**config.mk**
```make
export PLATFORM = sky130hd
export DESIGN_NAME = mrwf_top
export DESIGN_NICKNAME = d
export VERILOG_FILES = /design/src/mrwf_pkg.sv /design/src/mrwf_top.sv
export VERILOG_INCLUDE_DIRS = /design/src
export SDC_FILE = /design/constraint.sdc
export NUM_CORES = 2
export LEC_CHECK = 0
export BUFFER_PORTS_ARGS = -buffer_cell sky130_fd_sc_hd__buf_2
export CORE_MARGIN = 1
export CORE_UTILIZATION = 50
export DETAILED_ROUTE_END_ITERATION = 6
export MAX_ROUTING_LAYER = met4
export PLACE_DENSITY = 0.66
export SLEW_MARGIN = 25
export SYNTH_ARGS = -nofsm -noshare
export SYNTH_HDL_FRONTEND = slang
export SYNTH_SLANG_ARGS = --single-unit
```
**constraint.sdc**
```tcl
create_clock -name pclk -period 5.4 [get_ports pclk]
set_clock_uncertainty 0.05 [all_clocks]
set_input_delay 1.08 -clock pclk [delete_from_list [all_inputs] [get_ports pclk]]
set_output_delay 1.08 -clock pclk [all_outputs]
set_load 0.02 [all_outputs]
```
**src/mrwf_regs.svh**
```systemverilog
/*
 * Register offsets, bit positions, reset values and counts of the remote
 * wakeup filter block.
 * Assumes byte addresses on a 12-bit APB address bus with 32-bit data.
 */
`ifndef MRWF_REGS_SVH
`define MRWF_REGS_SVH

// ----------------------------------------------------------------------
// Register byte offsets
// ----------------------------------------------------------------------
`define MRWF_OFF_FILTER    12'h128
`define MRWF_OFF_CTRL      12'h12C
`define MRWF_OFF_IRQ_STAT  12'h140
`define MRWF_OFF_IRQ_MASK  12'h144
`define MRWF_OFF_OPTION    12'h148

// ----------------------------------------------------------------------
// Control and status bit positions
// ----------------------------------------------------------------------
`define MRWF_BIT_PTR_RST     31
`define MRWF_BIT_GLOBAL_UNICAST_WAKE_ENABLE        9
`define MRWF_BIT_EXACT_SEEN  7
`define MRWF_BIT_SIG_SEEN    5
`define MRWF_BIT_BCAST_SEEN  4
`define MRWF_BIT_EXACT_EN    3
`define MRWF_BIT_FILT_EN     2
`define MRWF_BIT_SIG_EN      1
`define MRWF_BIT_BROADCAST_WAKE_ENABLE    0
`define MRWF_BIT_RES_CLR     0
`define MRWF_SEEN_LSB        4

// ----------------------------------------------------------------------
// Reset values and counts
// ----------------------------------------------------------------------
`define MRWF_RST_WORD        32'h0000_0000
`define MRWF_FILTER_WORDS    40
`define MRWF_LAST_WORD       6'h27
`define MRWF_NUM_FILTERS     8
`define MRWF_ADDR_BYTES      3'h6
`define MRWF_LAST_ADDR_BYTE  3'h5
`define MRWF_SIG_SYNC        3'h6
`define MRWF_LAST_REPEAT     4'hF
`define MRWF_BCAST_BYTE      8'hFF

`endif

```
**src/mrwf_pkg.sv**
```systemverilog
/*
 * Types of the remote wakeup filter block.
 * Assumes nothing beyond a SystemVerilog compiler.
 */
package mrwf_pkg;

    typedef enum logic [1:0] {
        MRWF_HUNT,
        MRWF_ADDR
    } mrwf_sig_state_t;

    typedef logic [3:0] mrwf_events_t;

endpackage

```
**src/mrwf_top.sv**
```systemverilog
/*
 * Remote wakeup filter of the Ethernet MAC: wakeup frame filter memory
 * with auto-advancing pointers, wakeup control and status register,
 * destination-address and wake-signature detection, wake request and
 * interrupt, all reached over APB.
 * Assumes the receive path delivers bytes on pclk, marks first and last
 * byte, and reports frame validity with the last byte; the filter pattern
 * matcher lives outside and reports a hit with the last byte.
 */
`timescale 1ns/1ps
`include "mrwf_regs.svh"

module mrwf_top
    import mrwf_pkg::*;
(
    input wire logic pclk,
    input wire logic presetn,
    input wire logic ce,
    input wire logic psel,
    input wire logic penable,
    input wire logic pwrite,
    input wire logic [11:0] paddr,
    input wire logic [31:0] pwdata,
    output logic [31:0] prdata,
    output logic pready,
    output logic pslverr,
    input wire logic rx_valid,
    input wire logic rx_sof,
    input wire logic rx_eof,
    input wire logic [7:0] rx_data,
    input wire logic rx_frame_ok,
    input wire logic filter_hit,
    input wire logic [15:0] station_address_high,
    input wire logic [31:0] station_address_low,
    input wire logic resume_done,
    input wire logic [5:0] filt_rd_idx,
    output logic [31:0] filt_rd_data,
    output logic wake_req,
    output logic irq
);

    // ------------------------------------------------------------------
    // Helper functions
    // ------------------------------------------------------------------
    function automatic logic [5:0] next_ptr(input logic [5:0] p);
        next_ptr = (p == `MRWF_LAST_WORD) ? 6'h00 : p + 6'h01;
    endfunction

    // Byte 0 is the first byte on the wire.
    function automatic logic [7:0] addr_byte(input logic [47:0] a,
                                             input logic [2:0] i);
        addr_byte = a[{i, 3'h0} +: 8];
    endfunction

    // ------------------------------------------------------------------
    // Declarations
    // ------------------------------------------------------------------
    logic [31:0] wake_filter_memory [0:`MRWF_FILTER_WORDS-1];
    logic [5:0] wr_ptr_ff;
    logic [5:0] rd_ptr_ff;
    logic [31:0] prdata_ff;
    logic pready_ff;
    logic pslverr_ff;
    logic [31:0] filt_rd_data_ff;
    logic wake_req_ff;
    logic irq_ff;
    logic global_unicast_wake_enable_ff;
    logic exact_address_wake_enable_ff;
    logic filter_frame_wake_enable_ff;
    logic signature_packet_wake_enable_ff;
    logic broadcast_wake_enable_ff;
    logic resume_clears_wake_status_ff;
    mrwf_events_t seen_ff;
    mrwf_events_t nxt_seen;
    mrwf_events_t enables;
    mrwf_events_t events;
    mrwf_events_t irq_stat_ff;
    mrwf_events_t nxt_irq_stat;
    mrwf_events_t irq_mask_ff;
    logic [47:0] station_addr;
    logic acc;
    logic wr_acc;
    logic rd_acc;
    logic hit_filter;
    logic hit_ctrl;
    logic hit_irq_stat;
    logic hit_irq_mask;
    logic hit_option;
    logic mapped;
    logic [31:0] ctrl_word;
    logic [31:0] rd_word;
    logic frame_end;
    logic [6:0] byte_cnt_ff;
    logic [6:0] cur_idx;
    logic in_da;
    logic da_exact_ff;
    logic da_bcast_ff;
    logic da_unicast_ff;
    mrwf_sig_state_t sig_state_ff;
    logic [2:0] ff_cnt_ff;
    logic [2:0] sig_byte_ff;
    logic [3:0] sig_rep_ff;
    logic sig_found_ff;

    assign station_addr = {station_address_high, station_address_low};
    assign enables = {exact_address_wake_enable_ff,
                      filter_frame_wake_enable_ff,
                      signature_packet_wake_enable_ff,
                      broadcast_wake_enable_ff};

    // ------------------------------------------------------------------
    // APB decode
    // ------------------------------------------------------------------
    // Side effects fire once, on the first access-phase edge, when the
    // answer is prepared; pready follows one cycle later.
    assign acc = ce & psel & penable & ~pready_ff;
    assign wr_acc = acc & pwrite;
    assign rd_acc = acc & ~pwrite;
    assign hit_filter = (paddr == `MRWF_OFF_FILTER);
    assign hit_ctrl = (paddr == `MRWF_OFF_CTRL);
    assign hit_irq_stat = (paddr == `MRWF_OFF_IRQ_STAT);
    assign hit_irq_mask = (paddr == `MRWF_OFF_IRQ_MASK);
    assign hit_option = (paddr == `MRWF_OFF_OPTION);
    assign mapped = hit_filter | hit_ctrl | hit_irq_stat | hit_irq_mask
                    | hit_option;

    always_comb
    begin
        ctrl_word = `MRWF_RST_WORD;
        ctrl_word[`MRWF_BIT_GLOBAL_UNICAST_WAKE_ENABLE] = global_unicast_wake_enable_ff;
        ctrl_word[`MRWF_BIT_EXACT_SEEN:`MRWF_SEEN_LSB] = seen_ff;
        ctrl_word[`MRWF_BIT_EXACT_EN:`MRWF_BIT_BROADCAST_WAKE_ENABLE] = enables;
    end

    always_comb
    begin
        rd_word = `MRWF_RST_WORD;
        if (hit_filter)
        begin
            rd_word = wake_filter_memory[rd_ptr_ff];
        end
        else if (hit_ctrl)
        begin
            rd_word = ctrl_word;
        end
        else if (hit_irq_stat)
        begin
            rd_word[3:0] = irq_stat_ff;
        end
        else if (hit_irq_mask)
        begin
            rd_word[3:0] = irq_mask_ff;
        end
        else if (hit_option)
        begin
            rd_word[`MRWF_BIT_RES_CLR] = resume_clears_wake_status_ff;
        end
    end

    always_ff @(posedge pclk or negedge presetn)
    begin
        if (!presetn)
        begin
            pready_ff <= 1'b0;
            pslverr_ff <= 1'b0;
            prdata_ff <= `MRWF_RST_WORD;
        end
        else if (ce)
        begin
            pready_ff <= acc;
            pslverr_ff <= acc & ~mapped;
            if (rd_acc)
            begin
                prdata_ff <= rd_word;
            end
        end
    end

    // ------------------------------------------------------------------
    // Filter memory and pointers
    // ------------------------------------------------------------------
    always_ff @(posedge pclk or negedge presetn)
    begin
        if (!presetn)
        begin
            for (int i = 0; i < `MRWF_FILTER_WORDS; i++)
            begin
                wake_filter_memory[i] <= `MRWF_RST_WORD;
            end
        end
        else if (wr_acc && hit_filter)
        begin
            wake_filter_memory[wr_ptr_ff] <= pwdata;
        end
    end

    always_ff @(posedge pclk or negedge presetn)
    begin
        if (!presetn)
        begin
            wr_ptr_ff <= 6'h00;
        end
        else if (wr_acc && hit_ctrl && pwdata[`MRWF_BIT_PTR_RST])
        begin
            wr_ptr_ff <= 6'h00;
        end
        else if (wr_acc && hit_filter)
        begin
            wr_ptr_ff <= next_ptr(wr_ptr_ff);
        end
    end

    always_ff @(posedge pclk or negedge presetn)
    begin
        if (!presetn)
        begin
            rd_ptr_ff <= 6'h00;
        end
        else if (wr_acc && hit_ctrl && pwdata[`MRWF_BIT_PTR_RST])
        begin
            rd_ptr_ff <= 6'h00;
        end
        else if (rd_acc && hit_filter)
        begin
            rd_ptr_ff <= next_ptr(rd_ptr_ff);
        end
    end

    always_ff @(posedge pclk or negedge presetn)
    begin
        if (!presetn)
        begin
            filt_rd_data_ff <= `MRWF_RST_WORD;
        end
        else if (ce)
        begin
            if (filt_rd_idx <= `MRWF_LAST_WORD)
            begin
                filt_rd_data_ff <= wake_filter_memory[filt_rd_idx];
            end
            else
            begin
                filt_rd_data_ff <= `MRWF_RST_WORD;
            end
        end
    end

    // ------------------------------------------------------------------
    // Control registers
    // ------------------------------------------------------------------
    always_ff @(posedge pclk or negedge presetn)
    begin
        if (!presetn)
        begin
            global_unicast_wake_enable_ff <= 1'b0;
            exact_address_wake_enable_ff <= 1'b0;
            filter_frame_wake_enable_ff <= 1'b0;
            signature_packet_wake_enable_ff <= 1'b0;
            broadcast_wake_enable_ff <= 1'b0;
        end
        else if (wr_acc && hit_ctrl)
        begin
            global_unicast_wake_enable_ff <= pwdata[`MRWF_BIT_GLOBAL_UNICAST_WAKE_ENABLE];
            exact_address_wake_enable_ff <= pwdata[`MRWF_BIT_EXACT_EN];
            filter_frame_wake_enable_ff <= pwdata[`MRWF_BIT_FILT_EN];
            signature_packet_wake_enable_ff <= pwdata[`MRWF_BIT_SIG_EN];
            broadcast_wake_enable_ff <= pwdata[`MRWF_BIT_BROADCAST_WAKE_ENABLE];
        end
    end

    always_ff @(posedge pclk or negedge presetn)
    begin
        if (!presetn)
        begin
            resume_clears_wake_status_ff <= 1'b0;
            irq_mask_ff <= 4'h0;
        end
        else if (wr_acc)
        begin
            if (hit_option)
            begin
                resume_clears_wake_status_ff <= pwdata[`MRWF_BIT_RES_CLR];
            end
            if (hit_irq_mask)
            begin
                irq_mask_ff <= pwdata[3:0];
            end
        end
    end

    // ------------------------------------------------------------------
    // Destination address checks
    // ------------------------------------------------------------------
    assign cur_idx = rx_sof ? 7'h00 : byte_cnt_ff;
    assign in_da = (cur_idx < {4'h0, `MRWF_ADDR_BYTES});

    always_ff @(posedge pclk or negedge presetn)
    begin
        if (!presetn)
        begin
            byte_cnt_ff <= 7'h00;
            da_exact_ff <= 1'b0;
            da_bcast_ff <= 1'b0;
            da_unicast_ff <= 1'b0;
        end
        else if (ce && rx_valid)
        begin
            if (cur_idx != 7'h7F)
            begin
                byte_cnt_ff <= cur_idx + 7'h01;
            end
            if (in_da)
            begin
                da_exact_ff <= (rx_sof | da_exact_ff) &
                    (rx_data == addr_byte(station_addr, cur_idx[2:0]));
                da_bcast_ff <= (rx_sof | da_bcast_ff) &
                    (rx_data == `MRWF_BCAST_BYTE);
            end
            if (rx_sof)
            begin
                da_unicast_ff <= ~rx_data[0];
            end
        end
    end

    // ------------------------------------------------------------------
    // Wake signature detector
    // ------------------------------------------------------------------
    // sync then sixteen addresses
    always_ff @(posedge pclk or negedge presetn)
    begin
        if (!presetn)
        begin
            sig_state_ff <= MRWF_HUNT;
            ff_cnt_ff <= 3'h0;
            sig_byte_ff <= 3'h0;
            sig_rep_ff <= 4'h0;
            sig_found_ff <= 1'b0;
        end
        else if (ce && rx_valid)
        begin
            // A new frame always restarts the hunt for the sync bytes.
            if (rx_sof)
            begin
                sig_found_ff <= 1'b0;
                sig_state_ff <= MRWF_HUNT;
            end
            case (rx_sof ? MRWF_HUNT : sig_state_ff)
                MRWF_HUNT:
                begin
                    sig_byte_ff <= 3'h0;
                    sig_rep_ff <= 4'h0;
                    if (rx_data == `MRWF_BCAST_BYTE)
                    begin
                        if (ff_cnt_ff != `MRWF_SIG_SYNC && !rx_sof)
                        begin
                            ff_cnt_ff <= ff_cnt_ff + 3'h1;
                        end
                        else if (rx_sof)
                        begin
                            ff_cnt_ff <= 3'h1;
                        end
                    end
                    else if (!rx_sof && ff_cnt_ff == `MRWF_SIG_SYNC &&
                             rx_data == addr_byte(station_addr, 3'h0))
                    begin
                        sig_state_ff <= MRWF_ADDR;
                        sig_byte_ff <= 3'h1;
                        ff_cnt_ff <= 3'h0;
                    end
                    else
                    begin
                        ff_cnt_ff <= 3'h0;
                    end
                end
                MRWF_ADDR:
                begin
                    if (rx_data == addr_byte(station_addr, sig_byte_ff))
                    begin
                        if (sig_byte_ff == `MRWF_LAST_ADDR_BYTE)
                        begin
                            sig_byte_ff <= 3'h0;
                            sig_rep_ff <= sig_rep_ff + 4'h1;
                            if (sig_rep_ff == `MRWF_LAST_REPEAT)
                            begin
                                sig_found_ff <= 1'b1;
                                sig_state_ff <= MRWF_HUNT;
                            end
                        end
                        else
                        begin
                            sig_byte_ff <= sig_byte_ff + 3'h1;
                        end
                    end
                    else
                    begin
                        sig_state_ff <= MRWF_HUNT;
                        ff_cnt_ff <= (rx_data == `MRWF_BCAST_BYTE) ?
                                     3'h1 : 3'h0;
                    end
                end
                default:
                begin
                    sig_state_ff <= MRWF_HUNT;
                end
            endcase
        end
    end

    // ------------------------------------------------------------------
    // Frame events and wake status
    // ------------------------------------------------------------------
    assign frame_end = ce & rx_valid & rx_eof & rx_frame_ok;

    always_comb
    begin
        events = 4'h0;
        events[3] = frame_end & exact_address_wake_enable_ff & da_exact_ff;
        events[2] = frame_end & filter_frame_wake_enable_ff &
                    (filter_hit |
                     (global_unicast_wake_enable_ff & da_unicast_ff));
        events[1] = frame_end & signature_packet_wake_enable_ff &
                    sig_found_ff;
        events[0] = frame_end & broadcast_wake_enable_ff & da_bcast_ff;
    end

    always_comb
    begin
        nxt_seen = seen_ff;
        if (wr_acc && hit_ctrl)
        begin
            nxt_seen = nxt_seen &
                ~pwdata[`MRWF_BIT_EXACT_SEEN:`MRWF_SEEN_LSB];
        end
        if (ce && resume_done && resume_clears_wake_status_ff)
        begin
            nxt_seen = 4'h0;
        end
        nxt_seen = nxt_seen | events;
    end

    always_ff @(posedge pclk or negedge presetn)
    begin
        if (!presetn)
        begin
            seen_ff <= 4'h0;
        end
        else
        begin
            seen_ff <= nxt_seen;
        end
    end

    always_ff @(posedge pclk or negedge presetn)
    begin
        if (!presetn)
        begin
            wake_req_ff <= 1'b0;
        end
        else if (ce)
        begin
            wake_req_ff <= |(seen_ff & enables);
        end
    end

    // ------------------------------------------------------------------
    // Interrupt
    // ------------------------------------------------------------------
    always_comb
    begin
        nxt_irq_stat = irq_stat_ff;
        if (rd_acc && hit_irq_stat)
        begin
            nxt_irq_stat = 4'h0;
        end
        nxt_irq_stat = nxt_irq_stat | events;
    end

    always_ff @(posedge pclk or negedge presetn)
    begin
        if (!presetn)
        begin
            irq_stat_ff <= 4'h0;
            irq_ff <= 1'b0;
        end
        else if (ce)
        begin
            irq_stat_ff <= nxt_irq_stat;
            irq_ff <= |(irq_stat_ff & irq_mask_ff);
        end
    end

    assign prdata = prdata_ff;
    assign pready = pready_ff;
    assign pslverr = pslverr_ff;
    assign filt_rd_data = filt_rd_data_ff;
    assign wake_req = wake_req_ff;
    assign irq = irq_ff;

endmodule

```
### Yosys cells after proc, flatten, opt, wreduce, memory -nomap -nowiden

Index checks and enable logic that the tools add are counted.

| operators by class | value |
|---|---|
| $add $sub $neg | 6 |
| $lt $le $gt $ge | 6 |
| equality and inequality tests | 21 |
| shift operators | 2 |
| muxes and demuxes | 53 |
| bitwise logic cells | 40 |
| reductions and logical operators | 28 |

Operators by type and width:

| cell | number |
|---|---|
| 1280-bit bitwise mux | 1 |
| 32-bit binary-select mux with 6-bit select | 2 |
| 32-bit two-way mux | 7 |
| 32-bit demux with 6-bit select | 1 |
| 48-bit by 7-bit indexed part select with 8-bit output | 2 |
| 12-bit by 9-bit equality test with 1-bit output, second input constant | 5 |
| 6-bit two-way mux | 7 |
| 4-bit two-way mux | 7 |
| 8-bit equality test | 3 |
| 7-bit greater-or-equal comparator, second input constant | 3 |
| 3-bit two-way mux | 7 |
| 6-bit NOT with 7-bit output | 3 |
| 1-bit bitwise AND | 20 |
| 6-bit by 1-bit adder with 6-bit output, second input constant | 2 |
| 4-bit bitwise AND | 3 |
| 6-bit equality test, second input constant | 2 |
| 1-bit logical AND | 12 |
| 2-bit two-way mux | 6 |
| 3-bit one-hot mux with 2 select lines | 2 |
| 2-bit AND reduction | 6 |
| 1-bit two-way mux | 10 |
| 8-bit equality test, second input constant | 1 |
| 4-bit bitwise OR | 2 |
| 4-bit one-hot mux with 2 select lines | 1 |
| other kinds (24) | 41 |

| storage, ports and cells | value |
|---|---|
| register bits | 1401 |
| output and inout port bits | 68 |
| logic and storage cells | 222 |

### Longest topological paths before layout

| depth | value |
|---|---|
| depth in word-level cells | 8 |
| depth in mapped cells | 11 |
| gate-level depth less buffers | 8 |

### Least setup slack after synthesis

OpenSTA, ideal clock, no wires.

| timing path | value |
|---|---|
| kind | input -> register |
| start | input filt_rd_idx[0] |
| end | register filt_rd_data_ff[14] (netlist: filt_rd_data[14]) |
| library setup time | 0.142 ns |
| arrival time | 3.374 ns |
| slack | 1.834 ns |
| stages on the path | 9 |
| buffers on the path | 4 |
| cell sequence | clkbuf_1 > clkbuf_1 > buf_1 > buf_2 > mux4_2 > mux2i_1 > a21oi_1 > mux2i_1 > o221ai_1 |

| on the way | value |
|---|---|
| longest elaborated chain between the ends | 5 |
| elaborated cells on any way between the ends | 6 |

RTL lines:

| element | RTL line | RTL |
|---|---|---|
| start, declared | mrwf_top.sv:36 | `input wire logic [5:0] filt_rd_idx,` |
| 6-bit NOT with 7-bit output (implied by the code) | mrwf_top.sv:239 | `filt_rd_data_ff <= wake_filter_memory[filt_rd_idx];` |
| 32-bit binary-select mux with 6-bit select | mrwf_top.sv:239 |  |
| 32-bit two-way mux (implied by the code) (2 in a row) | mrwf_top.sv:239 |  |
| 32-bit two-way mux (*) | mrwf_top.sv:237 | `` if (filt_rd_idx <= `MRWF_LAST_WORD) `` |
| end signal, assigned | mrwf_top.sv:233 | `` filt_rd_data_ff <= `MRWF_RST_WORD; `` |
| end signal, assigned | mrwf_top.sv:239 |  |
| end signal, assigned | mrwf_top.sv:243 | `` filt_rd_data_ff <= `MRWF_RST_WORD; `` |
| end, declared | mrwf_top.sv:64 | `logic [31:0] filt_rd_data_ff;` |

Mark *: on every way between the ends. The rest lies on a longest branch, timed or not. The select of a mux whose other input is x is not followed.
A chain may end at the register's enable or synchronous reset.

### Worst setup path after layout

| timing path | value |
|---|---|
| start | input paddr[10] |
| end | register wake_filter_memory[922] in the netlist's numbering |

| on the way | value |
|---|---|
| longest elaborated chain between the ends | 2 |

RTL lines:

| element | RTL line | RTL |
|---|---|---|
| start, declared | mrwf_top.sv:22 | `input wire logic [11:0] paddr,` |
| 12-bit by 9-bit equality test with 1-bit output (no source line) | -- |  |
| 1-bit logical AND | mrwf_top.sv:191 | `else if (wr_acc && hit_filter)` |
| end signal, assigned by index | mrwf_top.sv:188 | `` wake_filter_memory[i] <= `MRWF_RST_WORD; `` |
| end signal, assigned by index | mrwf_top.sv:193 | `wake_filter_memory[wr_ptr_ff] <= pwdata;` |
| end, declared | mrwf_top.sv:58 | `` logic [31:0] wake_filter_memory [0:`MRWF_FILTER_WORDS-1]; `` |

No other way between the ends.

==> results.md <==
* Status: completed
* Worst hold path type: in -> async
* Final Hold Viols at 0
* Crit path DAT at 4.46 ns
* Fin area at 0.08224 mm^2
* EDFF count, synth at 0
* Unrepaired setup endpoints after global routing: false
* Primary FF master, synth: dfrtp_1
* Final setup fails at 0
* Mapped Nets at 4806
* Drt pass-1 iters at 5
* Met3 routed WL at 11920 um
* WS Path Type: in -> reg
* # DRC at 0
* Seq/Total Area, Yosys at 0.4743
* CTS Hold Buffers Added at 0
* Post-placement cell area at 0.07708 mm^2
* Grt ovf at 0
* Clock tree buffer depth at 3
* Met1 Wirelength at 88220 um
* Slowest cell delay on critical path at 0.52 ns
* CP Capture Type: flip-flop
* Die width at 386.5 um
* Leak Pwr at 37.88 nW
* Met2 WL at 101700 um
* Vias in the first global route at 46449
* Crit-path leading delay family: simple AND/OR/NAND/NOR gates
* Post-layout minimum cycle time at 3.862 ns
* Cells after Synth at 4682
* Clock transition at the registers of the reported paths at 0.06 ns
* Cell Chain, Critical Path: buf_2 -> nor4_1 -> nand2_1 -> nor3_4 -> nand3_1 -> nor4b_4 -> buf_4 -> nand2_4 -> mux2_2
* Via density at 6.714
* HPWL after detailed placement at 124900 um
* Worst Tran Pin Value at 1.005 ns
* CTS tree: built
* Die Footprint at 0.1494 mm^2
* Worst-path fanout max at 32
* CP Data Required Time at 6.00 ns
* #FFs+latches synth at 1401
* Post-cts gate resize count at 0
* Netlist cell types at 61
* Routability cong. at 0.8455
* Layout cells sized above 1 at 0.5615
* Clock Latency Late Sink at 0.79 ns
* Worst setup margin at 1.538 ns
* Slowest cell on the critical path: nand2_4
* Fin crit share at 0.7151
* Area of the core at 0.1463 mm^2
* Die Span Y at 386.5 um
* Synth Cell Area at 0.07391 mm^2
* Buffers on Ports at 185
* WL per Instance at 31.58 um
* Pre-CTS setup slack at 0.8165 ns
* Remaining antenna violation count at 0
* Ports at 186
* Area growth, synth to finish at 11.26%
* Largest net degree at the start of global routing at 149
* H-Tree Depth at 4
* Routed WL at 211200 um
* Max Cap Violations at 0
* CTS buffer count at 151
* Sink Count at 1401
* # rows at 140
* Max Clk Rate at 259.0 MHz
* Fraction of registers with async set/reset at 1.000
* Hold Slack at 0.2133 ns
* Postcts setup bufs at 0
* Max IR drop VDD at 0.2425 mV
* Nets at 4774
* Total track usage at 0.2963
* Total vias in the final route at 44894
* Crit start category: input port
* TNS Setup at 0 ns
* Top Layer Used: met4
* Warnings, synthesis at 0
* First-pass GRT wire length at 317500 um
* Initial antenna violation count at 6
* Slew Limit Fails at 0
* Initial core utilization at 0.5053
* Worst slew margin at 0.3298
* Root buf cell: clkbuf_16
* Pwr/cell area at 272.0 mW/mm^2
* Buf+Inv Stages, Crit Path at 2
* Syn_area_per_cell at 15.79 um^2
* Drt initial violations at 3422
## final timing paths
check,cells after the start,from,to,slack [ns]
worst min-delay path,1,presetn,byte_cnt_ff[4],0.21
worst min register to register,1,sig_rep_ff[3],sig_rep_ff[3],0.44
min in group pclk,1,sig_rep_ff[3],sig_rep_ff[3],0.44
max in group asynchronous,2,presetn,wake_filter_memory[890],3.73
worst max register to register,6,rd_ptr_ff[0],prdata[2],1.80
worst max-delay path,9,paddr[10],wake_filter_memory[922],1.54
## report_power, final
group / total (mW) / switching, mW / internal (mW) / leakage (nW)
combinational: 1.08 / 0.762 / 0.316 / 15.8
clock: 10.7 / 4.38 / 6.34 / 2.51
sequential: 10.6 / 0.0460 / 10.5 / 19.5
total: 22.4 / 5.19 / 17.2 / 37.9
## cell families after synthesis
group / after synthesis / share of synthesized area
AO/OA/AOI/OAI: 202 / 0.01996
XOR/XNOR: 34 / 0.004029
adder cells (fa/ha/maj): 6 / 0.001016
buffers and inverters: 507 / 0.02707
flip-flops: 1401 / 0.4743
multiplexers: 2214 / 0.4516
AND/OR/NAND/NOR: 318 / 0.02204
## metrics by stage
stage               power [mW]  cells    util
finish                   22.37   6687  0.5622
floorplan                11.30   4682       -
detailed placement       11.86   6413  0.5270
CTS                      22.54   6682  0.5619
global placement         11.85   6413  0.5270
global route             23.04   6686  0.5622
## cell usage after synthesis, types with 3 or more instances
library cell / instances / area [um^2]
and4_1: 3 / 26.28
a22oi_1: 16 / 120.1
a311oi_1: 3 / 26.28
ha_1: 6 / 75.07
and3_1: 14 / 87.58
o22ai_1: 5 / 31.28
nand2_1: 118 / 442.9
nor3b_1: 7 / 52.55
nand3_1: 28 / 140.1
a22o_1: 8 / 70.07
mux2_2: 1303 / 14670
nor4_2: 4 / 50.05
a222oi_1: 5 / 50.05
o221ai_1: 56 / 490.5
mux4_2: 766 / 17250
a21oi_1: 34 / 170.2
nand3b_1: 3 / 22.52
nor2b_1: 14 / 87.58
nand4_1: 9 / 56.30
o211ai_1: 7 / 52.55
inv_1: 15 / 56.30
dfrtp_1: 1401 / 35060
o21ai_0: 28 / 140.1
and2_1: 3 / 18.77
buf_1: 128 / 480.5
a221oi_1: 6 / 52.55
clkbuf_1: 286 / 1074
a211oi_1: 11 / 82.58
buf_2: 78 / 390.4
nor2_1: 43 / 161.4
nor3_1: 17 / 85.08
nor4b_2: 3 / 45.04
mux2i_1: 144 / 1441
a221o_1: 3 / 30.03
xor2_1: 21 / 183.9
a31oi_1: 6 / 37.54
xnor2_1: 13 / 113.9
nand2b_1: 34 / 212.7
nor4_1: 6 / 37.54
## sequential cells by signal, summed over array words and instances, names as in the netlist, 2 cells and up
name                count
prdata                 32
seen_ff                 4
wr_ptr_ff               6
irq_mask_ff             4
sig_byte_ff             3
wake_filter_memory   1280
sig_state_ff            2
filt_rd_data           32
irq_stat_ff             4
rd_ptr_ff               6
ff_cnt_ff               3
byte_cnt_ff             7
sig_rep_ff              4
## metal layers
metal | vias to the layer above | global-route usage
met3 | 392 | 0.04344
met5 | - | -
met2 | 1503 | 0.4567
met4 | 0 | 0.1208
li1 | 18276 | -
met1 | 24723 | 0.3978
## cell usage in the layout (no fill, tap or decap), types with 34 or more instances in the layout
cell type	Yosys	routed
a21oi_1	34	34
buf_12	0	40
buf_2	78	179
buf_4	0	83
clkbuf_16	0	155
clkbuf_8	0	34
dfrtp_1	1401	1396
mux2_2	1303	1303
mux2i_1	144	144
mux4_2	766	766
nand2_1	118	86
nor2_1	43	41
o221ai_1	56	56
## final cells by class
type                    instances  area [um^2]
multi-input cells            2774        37190
diodes                          4        10.01
fillers                     11459        64030
well taps                    1917         2399
clock buffers                 220         4453
inverters                      15        56.30
repair buffers                307         2402
clock inverters                49        646.9
flip-flops and latches       1401        35070
Power figures use the tool's default switching activity.
